## src/design/damp_pkg.sv

```systemverilog
// package: register map, field layout and timing counts of the amplifier control block
package damp_pkg;

    // register byte offsets on the AXI4-Lite bus
    localparam logic [7:0] OFS_AMP_A_CTL   = 8'h00;
    localparam logic [7:0] OFS_AMP_B_CTL   = 8'h04;
    localparam logic [7:0] OFS_RESULT_HIGH = 8'h08;
    localparam logic [7:0] OFS_RESULT_LOW  = 8'h0C;
    localparam logic [7:0] OFS_STATUS      = 8'h10;

    // control register fields
    localparam int         BIT_ENABLE   = 7;
    localparam int         BIT_SHORT    = 6;
    localparam int         BIT_GAIN_HI  = 5;
    localparam int         BIT_GAIN_LO  = 4;
    localparam int         BIT_TRIG_HI  = 1;
    localparam int         BIT_TRIG_LO  = 0;
    localparam logic [7:0] CTL_WMASK    = 8'hF3;
    localparam logic [7:0] CTL_RESET    = 8'h00;

    // status register fields
    localparam int         BIT_ST_BUSY  = 0;
    localparam int         BIT_ST_CH    = 1;
    localparam int         BIT_ST_EN_A  = 2;
    localparam int         BIT_ST_EN_B  = 3;

    // trigger source codes
    localparam logic [1:0] TRIG_AUTO    = 2'h0;
    localparam logic [1:0] TRIG_STAGE0  = 2'h1;
    localparam logic [1:0] TRIG_STAGE1  = 2'h2;
    localparam logic [1:0] TRIG_STAGE2  = 2'h3;

    // conversion timing in converter clock cycles, and the converter clock divider in system clock cycles
    localparam logic [3:0] CONV_CYC_LOW  = 4'hD;
    localparam logic [3:0] CONV_CYC_HIGH = 4'hE;
    localparam logic [3:0] CONV_CYC_TRIG = 4'hD;
    localparam logic [3:0] SAMPLE_CYC    = 4'h2;
    localparam logic [2:0] SYNC_RISE_PH  = 3'h3;
    localparam int         CONV_CLK_DIV  = 4;

    // AXI responses
    localparam logic [1:0] RESP_OKAY    = 2'h0;
    localparam logic [1:0] RESP_SLVERR  = 2'h2;

    typedef enum logic [3:0] {
        CV_IDLE   = 4'b0001,
        CV_WAIT   = 4'b0010,
        CV_RUN    = 4'b0100,
        CV_STABLE = 4'b1000
    } damp_conv_state_t;

endpackage

```

## src/design/damp_sync.sv

```systemverilog
// two-flop synchroniser with rising-edge detect for pins from outside the clock domain
module damp_sync #(
    parameter int W = 1
) (
    // clock and reset
    input  wire logic         clk_sys,
    input  wire logic         sys_rst,
    // asynchronous input
    input  wire logic [W-1:0] pin_in,
    // synchronised level and rising edge
    output logic      [W-1:0] level,
    output logic      [W-1:0] rise
);
    typedef struct packed {
        logic [W-1:0] meta;
        logic [W-1:0] sync;
        logic [W-1:0] prev;
        logic [W-1:0] rise;
    } damp_sync_state_t;

    damp_sync_state_t s_reg;
    damp_sync_state_t s_next;

    always_comb
    begin
        s_next      = s_reg;
        s_next.meta = pin_in;
        s_next.sync = s_reg.meta;
        s_next.prev = s_reg.sync;
        s_next.rise = s_reg.sync & ~s_reg.prev;
    end

    always_ff @(posedge clk_sys)
    begin
        if (sys_rst)
            s_reg <= '0;
        else
            s_reg <= s_next;
    end

    assign level = s_reg.sync;
    assign rise  = s_reg.rise;
endmodule

```

## src/design/damp_clkdiv.sv

```systemverilog
// converter clock enable and its divide-by-8 phase
module damp_clkdiv
    import damp_pkg::*;
#(
    parameter int ADC_DIV = CONV_CLK_DIV
) (
    // clock and reset
    input  wire logic clk_sys,
    input  wire logic sys_rst,
    // enables and the slow clock phase level
    output logic      adc_tick,
    output logic      sync_tick,
    output logic      slow_high
);
    typedef struct packed {
        logic [7:0] pre;
        logic [2:0] phase;
        logic       tick;
        logic       sync;
    } damp_div_state_t;

    localparam logic [7:0] PRE_LAST = 8'(ADC_DIV - 1);

    damp_div_state_t s_reg;
    damp_div_state_t s_next;

    always_comb
    begin
        s_next      = s_reg;
        s_next.tick = 1'b0;
        s_next.sync = 1'b0;
        if (s_reg.pre == PRE_LAST)
        begin
            s_next.pre   = 8'h00;
            s_next.tick  = 1'b1;
            s_next.phase = s_reg.phase + 3'h1;
            // the slow clock rises when the phase moves into its upper half
            s_next.sync  = (s_reg.phase == SYNC_RISE_PH);
        end
        else
            s_next.pre = s_reg.pre + 8'h01;
    end

    always_ff @(posedge clk_sys)
    begin
        if (sys_rst)
            s_reg <= '0;
        else
            s_reg <= s_next;
    end

    assign adc_tick  = s_reg.tick;
    assign sync_tick = s_reg.sync;
    assign slow_high = s_reg.phase[2];
endmodule

```

## src/design/damp_top.sv

```systemverilog
// amplifier channel control: AXI4-Lite registers and amplified conversion sequencer
module damp_top
    import damp_pkg::*;
#(
    parameter int ADC_DIV = CONV_CLK_DIV
) (
    // clock and reset
    input  wire logic        clk_sys,
    input  wire logic        sys_rst,
    // AXI4-Lite write address and data
    input  wire logic        s_axi_awvalid,
    output logic             s_axi_awready,
    input  wire logic [7:0]  s_axi_awaddr,
    input  wire logic        s_axi_wvalid,
    output logic             s_axi_wready,
    input  wire logic [31:0] s_axi_wdata,
    input  wire logic [3:0]  s_axi_wstrb,
    // AXI4-Lite write response
    output logic             s_axi_bvalid,
    input  wire logic        s_axi_bready,
    output logic [1:0]       s_axi_bresp,
    // AXI4-Lite read
    input  wire logic        s_axi_arvalid,
    output logic             s_axi_arready,
    input  wire logic [7:0]  s_axi_araddr,
    output logic             s_axi_rvalid,
    input  wire logic        s_axi_rready,
    output logic [31:0]      s_axi_rdata,
    output logic [1:0]       s_axi_rresp,
    // conversion request from the converter control logic
    input  wire logic        conv_start,
    input  wire logic        conv_channel,
    // analog side pins
    input  wire logic [9:0]  adc_code,
    input  wire logic        amp_out_changed,
    input  wire logic        stage_ctrl0_async_event,
    input  wire logic        stage_ctrl1_async_event,
    input  wire logic        stage_ctrl2_async_event,
    // amplifier controls
    output logic             amp_a_enable,
    output logic             amp_b_enable,
    output logic             amp_a_input_short,
    output logic             amp_b_input_short,
    output logic [1:0]       amp_a_gain,
    output logic [1:0]       amp_b_gain,
    output logic [5:0]       amp_a_gain_factor,
    output logic [5:0]       amp_b_gain_factor,
    output logic             amp_a_sync,
    output logic             amp_b_sync,
    // conversion status and result
    output logic             conv_sample,
    output logic             conv_busy,
    output logic             conv_done,
    output logic [1:0]       conv_result_high,
    output logic [7:0]       conv_result_low
);
    typedef struct packed {
        logic [1:0][7:0]  ctl;
        logic [1:0]       en_eff;
        logic [1:0]       amp_sync;
        logic             awready;
        logic             wready;
        logic             aw_full;
        logic             w_full;
        logic [7:0]       aw_addr;
        logic [7:0]       wdata;
        logic             wstrb0;
        logic             bvalid;
        logic [1:0]       bresp;
        logic             arready;
        logic             rvalid;
        logic [31:0]      rdata;
        logic [1:0]       rresp;
        damp_conv_state_t cv;
        logic             ch;
        logic [3:0]       cnt;
        logic [3:0]       target;
        logic             sample;
        logic             done;
        logic [9:0]       result;
        logic [1:0][5:0]  factor;
        logic             busy;
    } damp_state_t;

    damp_state_t s_reg;
    damp_state_t s_next;

    logic       adc_tick;
    logic       sync_tick;
    logic       slow_high;
    logic [2:0] evt_level;
    logic [2:0] evt_rise;
    logic       chg_level;
    logic [9:0] code_sync;

    damp_clkdiv #(
        .ADC_DIV   (ADC_DIV)
    ) u_div (
        .clk_sys   (clk_sys),
        .sys_rst   (sys_rst),
        .adc_tick  (adc_tick),
        .sync_tick (sync_tick),
        .slow_high (slow_high)
    );

    damp_sync #(
        .W       (3)
    ) u_evt_sync (
        .clk_sys (clk_sys),
        .sys_rst (sys_rst),
        .pin_in  ({stage_ctrl2_async_event, stage_ctrl1_async_event,
                   stage_ctrl0_async_event}),
        .level   (evt_level),
        .rise    (evt_rise)
    );

    damp_sync #(
        .W       (11)
    ) u_ana_sync (
        .clk_sys (clk_sys),
        .sys_rst (sys_rst),
        .pin_in  ({amp_out_changed, adc_code}),
        .level   ({chg_level, code_sync}),
        .rise    ()
    );

    // gain code to amplification factor
    function automatic logic [5:0] gain_factor(input logic [1:0] code);
        unique case (code)
            2'h0:    gain_factor = 6'h05;
            2'h1:    gain_factor = 6'h0A;
            2'h2:    gain_factor = 6'h14;
            2'h3:    gain_factor = 6'h28;
        endcase
    endfunction

    // synchronisation event of the selected source
    function automatic logic trig_hit(input logic [1:0] code, input logic auto_evt,
                                      input logic [2:0] stage_evt);
        unique case (code)
            TRIG_AUTO:   trig_hit = auto_evt;
            TRIG_STAGE0: trig_hit = stage_evt[0];
            TRIG_STAGE1: trig_hit = stage_evt[1];
            TRIG_STAGE2: trig_hit = stage_evt[2];
        endcase
    endfunction

    function automatic logic [1:0] trig_of(input logic [7:0] ctl);
        trig_of = ctl[BIT_TRIG_HI:BIT_TRIG_LO];
    endfunction

    always_comb
    begin
        logic       hit;
        logic [7:0] wr_val;
        hit    = 1'b0;
        wr_val = 8'h00;
        s_next = s_reg;
        s_next.sample = 1'b0;
        s_next.done   = 1'b0;

        // write address and data are taken independently, in either order
        if (s_reg.awready && s_axi_awvalid)
        begin
            s_next.aw_full = 1'b1;
            s_next.aw_addr = s_axi_awaddr;
        end
        if (s_reg.wready && s_axi_wvalid)
        begin
            s_next.w_full = 1'b1;
            s_next.wdata  = s_axi_wdata[7:0];
            s_next.wstrb0 = s_axi_wstrb[0];
        end
        if (s_reg.bvalid && s_axi_bready)
            s_next.bvalid = 1'b0;
        if (s_next.aw_full && s_next.w_full && !s_next.bvalid)
        begin
            s_next.aw_full = 1'b0;
            s_next.w_full  = 1'b0;
            s_next.bvalid  = 1'b1;
            s_next.bresp   = RESP_OKAY;
            wr_val         = s_next.wdata & CTL_WMASK;
            unique case (s_next.aw_addr)
                OFS_AMP_A_CTL:
                    if (s_next.wstrb0)
                        s_next.ctl[0] = wr_val;
                OFS_AMP_B_CTL:
                    if (s_next.wstrb0)
                        s_next.ctl[1] = wr_val;
                OFS_RESULT_HIGH, OFS_RESULT_LOW, OFS_STATUS:
                    s_next.bresp = RESP_OKAY;
                default:
                    s_next.bresp = RESP_SLVERR;
            endcase
        end
        s_next.awready = !s_next.aw_full && !s_next.bvalid;
        s_next.wready  = !s_next.w_full && !s_next.bvalid;

        // read channel
        if (s_reg.rvalid && s_axi_rready)
            s_next.rvalid = 1'b0;
        if (s_reg.arready && s_axi_arvalid)
        begin
            s_next.rvalid = 1'b1;
            s_next.rresp  = RESP_OKAY;
            s_next.rdata  = 32'h0000_0000;
            unique case (s_axi_araddr)
                OFS_AMP_A_CTL:   s_next.rdata[7:0] = s_reg.ctl[0];
                OFS_AMP_B_CTL:   s_next.rdata[7:0] = s_reg.ctl[1];
                OFS_RESULT_HIGH: s_next.rdata[1:0] = s_reg.result[9:8];
                OFS_RESULT_LOW:  s_next.rdata[7:0] = s_reg.result[7:0];
                OFS_STATUS:
                begin
                    s_next.rdata[BIT_ST_BUSY] = !(s_reg.cv == CV_IDLE);
                    s_next.rdata[BIT_ST_CH]   = s_reg.ch;
                    s_next.rdata[BIT_ST_EN_A] = s_reg.en_eff[0];
                    s_next.rdata[BIT_ST_EN_B] = s_reg.en_eff[1];
                end
                default:         s_next.rresp = RESP_SLVERR;
            endcase
        end
        s_next.arready = !s_next.rvalid;

        // amplifier clocking: one pulse per selected event while enabled
        for (int i = 0; i < 2; i++)
            s_next.amp_sync[i] = s_reg.en_eff[i] &&
                trig_hit(trig_of(s_reg.ctl[i]), sync_tick, evt_rise);

        // conversion sequencer
        hit = trig_hit(trig_of(s_reg.ctl[s_reg.ch]), sync_tick, evt_rise);
        unique case (s_reg.cv)
            CV_IDLE:
                if (conv_start && s_reg.ctl[conv_channel][BIT_ENABLE])
                begin
                    s_next.ch  = conv_channel;
                    s_next.cnt = 4'h0;
                    if (trig_of(s_reg.ctl[conv_channel]) == TRIG_AUTO)
                    begin
                        // automatic sync: phase of the slow clock sets the length
                        s_next.cv     = CV_RUN;
                        s_next.target = slow_high ? CONV_CYC_HIGH : CONV_CYC_LOW;
                    end
                    else
                        s_next.cv = CV_WAIT;
                end
            CV_WAIT:
                if (hit)
                begin
                    s_next.cv     = CV_RUN;
                    s_next.cnt    = 4'h0;
                    s_next.target = CONV_CYC_TRIG;
                end
            CV_RUN:
                if (chg_level && s_reg.cnt < SAMPLE_CYC)
                    s_next.cv = CV_STABLE;
                else if (adc_tick)
                begin
                    s_next.cnt    = s_reg.cnt + 4'h1;
                    s_next.sample = (s_reg.cnt == SAMPLE_CYC - 4'h1);
                    if (s_reg.cnt == s_reg.target - 4'h1)
                    begin
                        s_next.cv     = CV_IDLE;
                        s_next.done   = 1'b1;
                        s_next.result = code_sync;
                    end
                end
            CV_STABLE:
                // restart from a fresh synchronisation event once settled
                if (!chg_level)
                    s_next.cv = CV_WAIT;
        endcase

        // a cleared enable holds the amplifier on until its conversion ends
        for (int i = 0; i < 2; i++)
            s_next.en_eff[i] = s_next.ctl[i][BIT_ENABLE] ||
                (s_reg.en_eff[i] && !(s_next.cv == CV_IDLE) && (s_next.ch == i));

        // decoded outputs are registered so every pin comes from a flop
        for (int i = 0; i < 2; i++)
            s_next.factor[i] = gain_factor(s_next.ctl[i][BIT_GAIN_HI:BIT_GAIN_LO]);
        s_next.busy = !(s_next.cv == CV_IDLE);
    end

    always_ff @(posedge clk_sys)
    begin
        if (sys_rst)
        begin
            s_reg     <= '0;
            s_reg.ctl <= {CTL_RESET, CTL_RESET};
            s_reg.cv  <= CV_IDLE;
            s_reg.factor <= {6'h05, 6'h05};
        end
        else
            s_reg <= s_next;
    end

    assign s_axi_awready     = s_reg.awready;
    assign s_axi_wready      = s_reg.wready;
    assign s_axi_bvalid      = s_reg.bvalid;
    assign s_axi_bresp       = s_reg.bresp;
    assign s_axi_arready     = s_reg.arready;
    assign s_axi_rvalid      = s_reg.rvalid;
    assign s_axi_rdata       = s_reg.rdata;
    assign s_axi_rresp       = s_reg.rresp;
    assign amp_a_enable      = s_reg.en_eff[0];
    assign amp_b_enable      = s_reg.en_eff[1];
    assign amp_a_input_short = s_reg.ctl[0][BIT_SHORT];
    assign amp_b_input_short = s_reg.ctl[1][BIT_SHORT];
    assign amp_a_gain        = s_reg.ctl[0][BIT_GAIN_HI:BIT_GAIN_LO];
    assign amp_b_gain        = s_reg.ctl[1][BIT_GAIN_HI:BIT_GAIN_LO];
    assign amp_a_gain_factor = s_reg.factor[0];
    assign amp_b_gain_factor = s_reg.factor[1];
    assign amp_a_sync        = s_reg.amp_sync[0];
    assign amp_b_sync        = s_reg.amp_sync[1];
    assign conv_sample       = s_reg.sample;
    assign conv_busy         = s_reg.busy;
    assign conv_done         = s_reg.done;
    assign conv_result_high  = s_reg.result[9:8];
    assign conv_result_low   = s_reg.result[7:0];
endmodule

```

## config.mk

```make
export PLATFORM = sky130hd
export DESIGN_NAME = damp_top
export DESIGN_NICKNAME = d
export VERILOG_FILES = /design/src/design/damp_pkg.sv /design/src/design/damp_sync.sv /design/src/design/damp_clkdiv.sv /design/src/design/damp_top.sv
export SDC_FILE = /design/constraint.sdc
export NUM_CORES = 1
export LEC_CHECK = 0
export BUFFER_PORTS_ARGS = -buffer_cell sky130_fd_sc_hd__buf_2
export CAP_MARGIN = 10
export CORE_ASPECT_RATIO = 1.75
export CORE_MARGIN = 2
export CORE_UTILIZATION = 45
export CTS_BUF_LIST = sky130_fd_sc_hd__clkbuf_4 sky130_fd_sc_hd__clkbuf_8
export CTS_CLUSTER_SIZE = 12
export DETAILED_ROUTE_END_ITERATION = 8
export HOLD_SLACK_MARGIN = 0.12
export PLACE_DENSITY_LB_ADDON = 0.08
export SYNTH_ARGS = -nofsm -noshare
export SYNTH_HDL_FRONTEND = slang
export SYNTH_HIERARCHICAL = 1
export SYNTH_SLANG_ARGS = --single-unit
```

## constraint.sdc

```tcl
create_clock -name clk_sys -period 2.7 [get_ports clk_sys]
set_clock_uncertainty 0.05 [all_clocks]
set_input_delay 0.54 -clock clk_sys [delete_from_list [all_inputs] [get_ports clk_sys]]
set_output_delay 0.54 -clock clk_sys [all_outputs]
set_load 0.03 [all_outputs]
```

==> impl_results.md <==
* Crit path max fanout at 5
* Initial antenna violation count at 1
* Flop2flop setup slack at ~0.52 ns
* Port bufs at 95
* Slew margin rel. at 49.96%
* Pin count of the biggest net entering global routing at 37
* DRC violation count after routing at 0
* Clk_lat worst skew at roughly 0.42 ns
* Vias in the first global route at between 4,000 and 5,000
* WP buf/inv at 0
* Row count at 55
* Cell-internal power at approximately 3100 µW
* CP delay by family, top: multiplexers
* Root Buffer: clkbuf_8
* Final Hold Viols at 0
* P_leak at roughly 0.0027 µW
* Die X at 90.33 µm
* Share of power burned in registers at 49.7%
* Critical path class: reg2reg
* Worst path arrival time at ~2.4 ns
* Number of diodes at 0
* DR WL/cell at 13.64 µm
* Post-synthesis cell area at 5869 µm²
* Part of the cycle the worst path needs at 80.66%
* Worst-margin pin slew at 0.7437 ns
* Switching pwr at 968.1 µW
* Worst setup margin at 0.5222 ns
* Sw Ratio at 23.92%
* Filler cells at roughly 1,300
* Cell Area, Placed at 6017 µm²
* Routed wire length at 11,740 µm
* Clock Tree Buf Depth at 2
* Startpoint Class: flop
* Core ar. at about 13,000 µm²
* Final RePlAce weighted congestion at 0.7910
* Unrepaired setup endpoints after global routing: false
* GRT Util Overall at 17.15%
* Fmax at approximately 0.46 GHz
* Max reg flops at 35
* CTS tree: done
* H-tree depth at 4
* Final Setup Violations at 0
* Clk pwr share at 42.8%
* Final net count at 758
* HP Class: in2reg
* Initial Util at 45.61%
* Clock sinks at around 130
* Cts bufs inserted at 17
* DRT iter0 DRCs at 174
* Final setup TNS at 0 ns
* Slowest stage cell, crit path: mux4_2
* Gr ovfl total at 0
* Design Area, Final at ~6400 µm²
* Via count at 4,238
* PostCTS Resize Cnt at 0
* Crit path top cell by count: nor2_1
* Layout cells sized above 1 at 23.19%
* Minimum clock period at 2.178 ns
* Most common cell after layout, fill and taps aside: dfxtp_1
* Yosys warns at 6
* Max VDD drop at between 0.0003 and 0.0004 V
* Die H at 155.1 µm
* Post-CTS Setup Bufs at 0
* Clock-pin slew on the worst setup and hold paths at ~0.070 ns
* Maximum capacitance violations at 0
* Dpl ws at 0.2884 ns
* WHS at 0.2698 ns
* Drt first pass iters at 4
* Antenna-violating nets left at 0
* Mapped Cells at 628
* Slew Viols, Final at 0
* Mapped Avg Cell Area at 9.346 µm²
* CP max stage delay at 0.58 ns
* Post-DP HPWL at 8828 µm
* First-pass GRT wire length at 19,200 µm
* Most frequent cells in the layout: 131 x dfxtp_1, 94 x buf_2, 70 x nor2_1, 40 x nand2_1, 39 x mux2i_1
* Area Overhead vs Synth at 9.827%
* PwrDens at 627.9 nW/µm²
* Multi-input gate area at approximately 2600 µm²
* Sequential standard cell area at 2623 µm²
* Critical path, cell by cell: mux2i_1, mux4_2, o2111ai_1, nor2_1, xnor2_1, nor2_1
* I/O pin count at 151
* CP Capture Type: flop
* Data required, critical path at 2.95 ns
* Die area at 14,010 µm²
* Hold-fix buffers at CTS at 0
* Post-DR vias/cell at 4.922
* Combinational share of power at 7.5%
* Outcome: finished, final reports clean
## through the flow
stage / utilization, % / cells / total power (µW)
after floorplan: - / 653 / 2309
after CTS: 50.09 / 861 / 4105
after detailed placement: 46.76 / 829 / 2361
after global placement: 46.76 / 829 / 2354
final: 50.09 / 861 / 4048
after global routing: 50.09 / 861 / 4229
## power by group through the flow
stage / logic [µW] / clock network [µW] / registers [µW]
floorplan: 249 / 0 / 2060
global placement: 299 / 0 / 2050
detailed placement: 304 / 0 / 2060
CTS: 305 / 1790 / 2010
global route: 334 / 1880 / 2020
finish: 302 / 1730 / 2010
## routing by layer
metal / part of all wire, % / vias to the layer above / GRT usage, %
li1: - / 2137 / -
met1: 40 / 1997 / 17.90
met2: 54 / 88 / 31.76
met3: 3.6 / 16 / 4.552
met4: 1.9 / 0 / 7.985
met5: 0 / - / 0
## path summary, 6_finish.rpt
path              depth (start not counted)           startpoint               endpoint
hold reg to reg                           1  u_evt_sync/s_reg[5]     u_evt_sync/rise[2]
setup / recovery                          6            s_reg[33]              s_reg[31]
hold / removal                            2          adc_code[8]  u_ana_sync/s_next[30]
setup reg to reg                          6            s_reg[33]              s_reg[31]
## final cells by class
cell class | count | share of cell area, %
repair buffers | 105 | 8.773
multi-input cells | 406 | 39.64
clock inverters | 12 | 2.387
inverters | 16 | 0.9317
flip-flops and latches | 131 | 40.68
well taps | 171 | 3.319
clock buffers | 20 | 4.270
No activity file was read; power rests on OpenSTA's default activity.
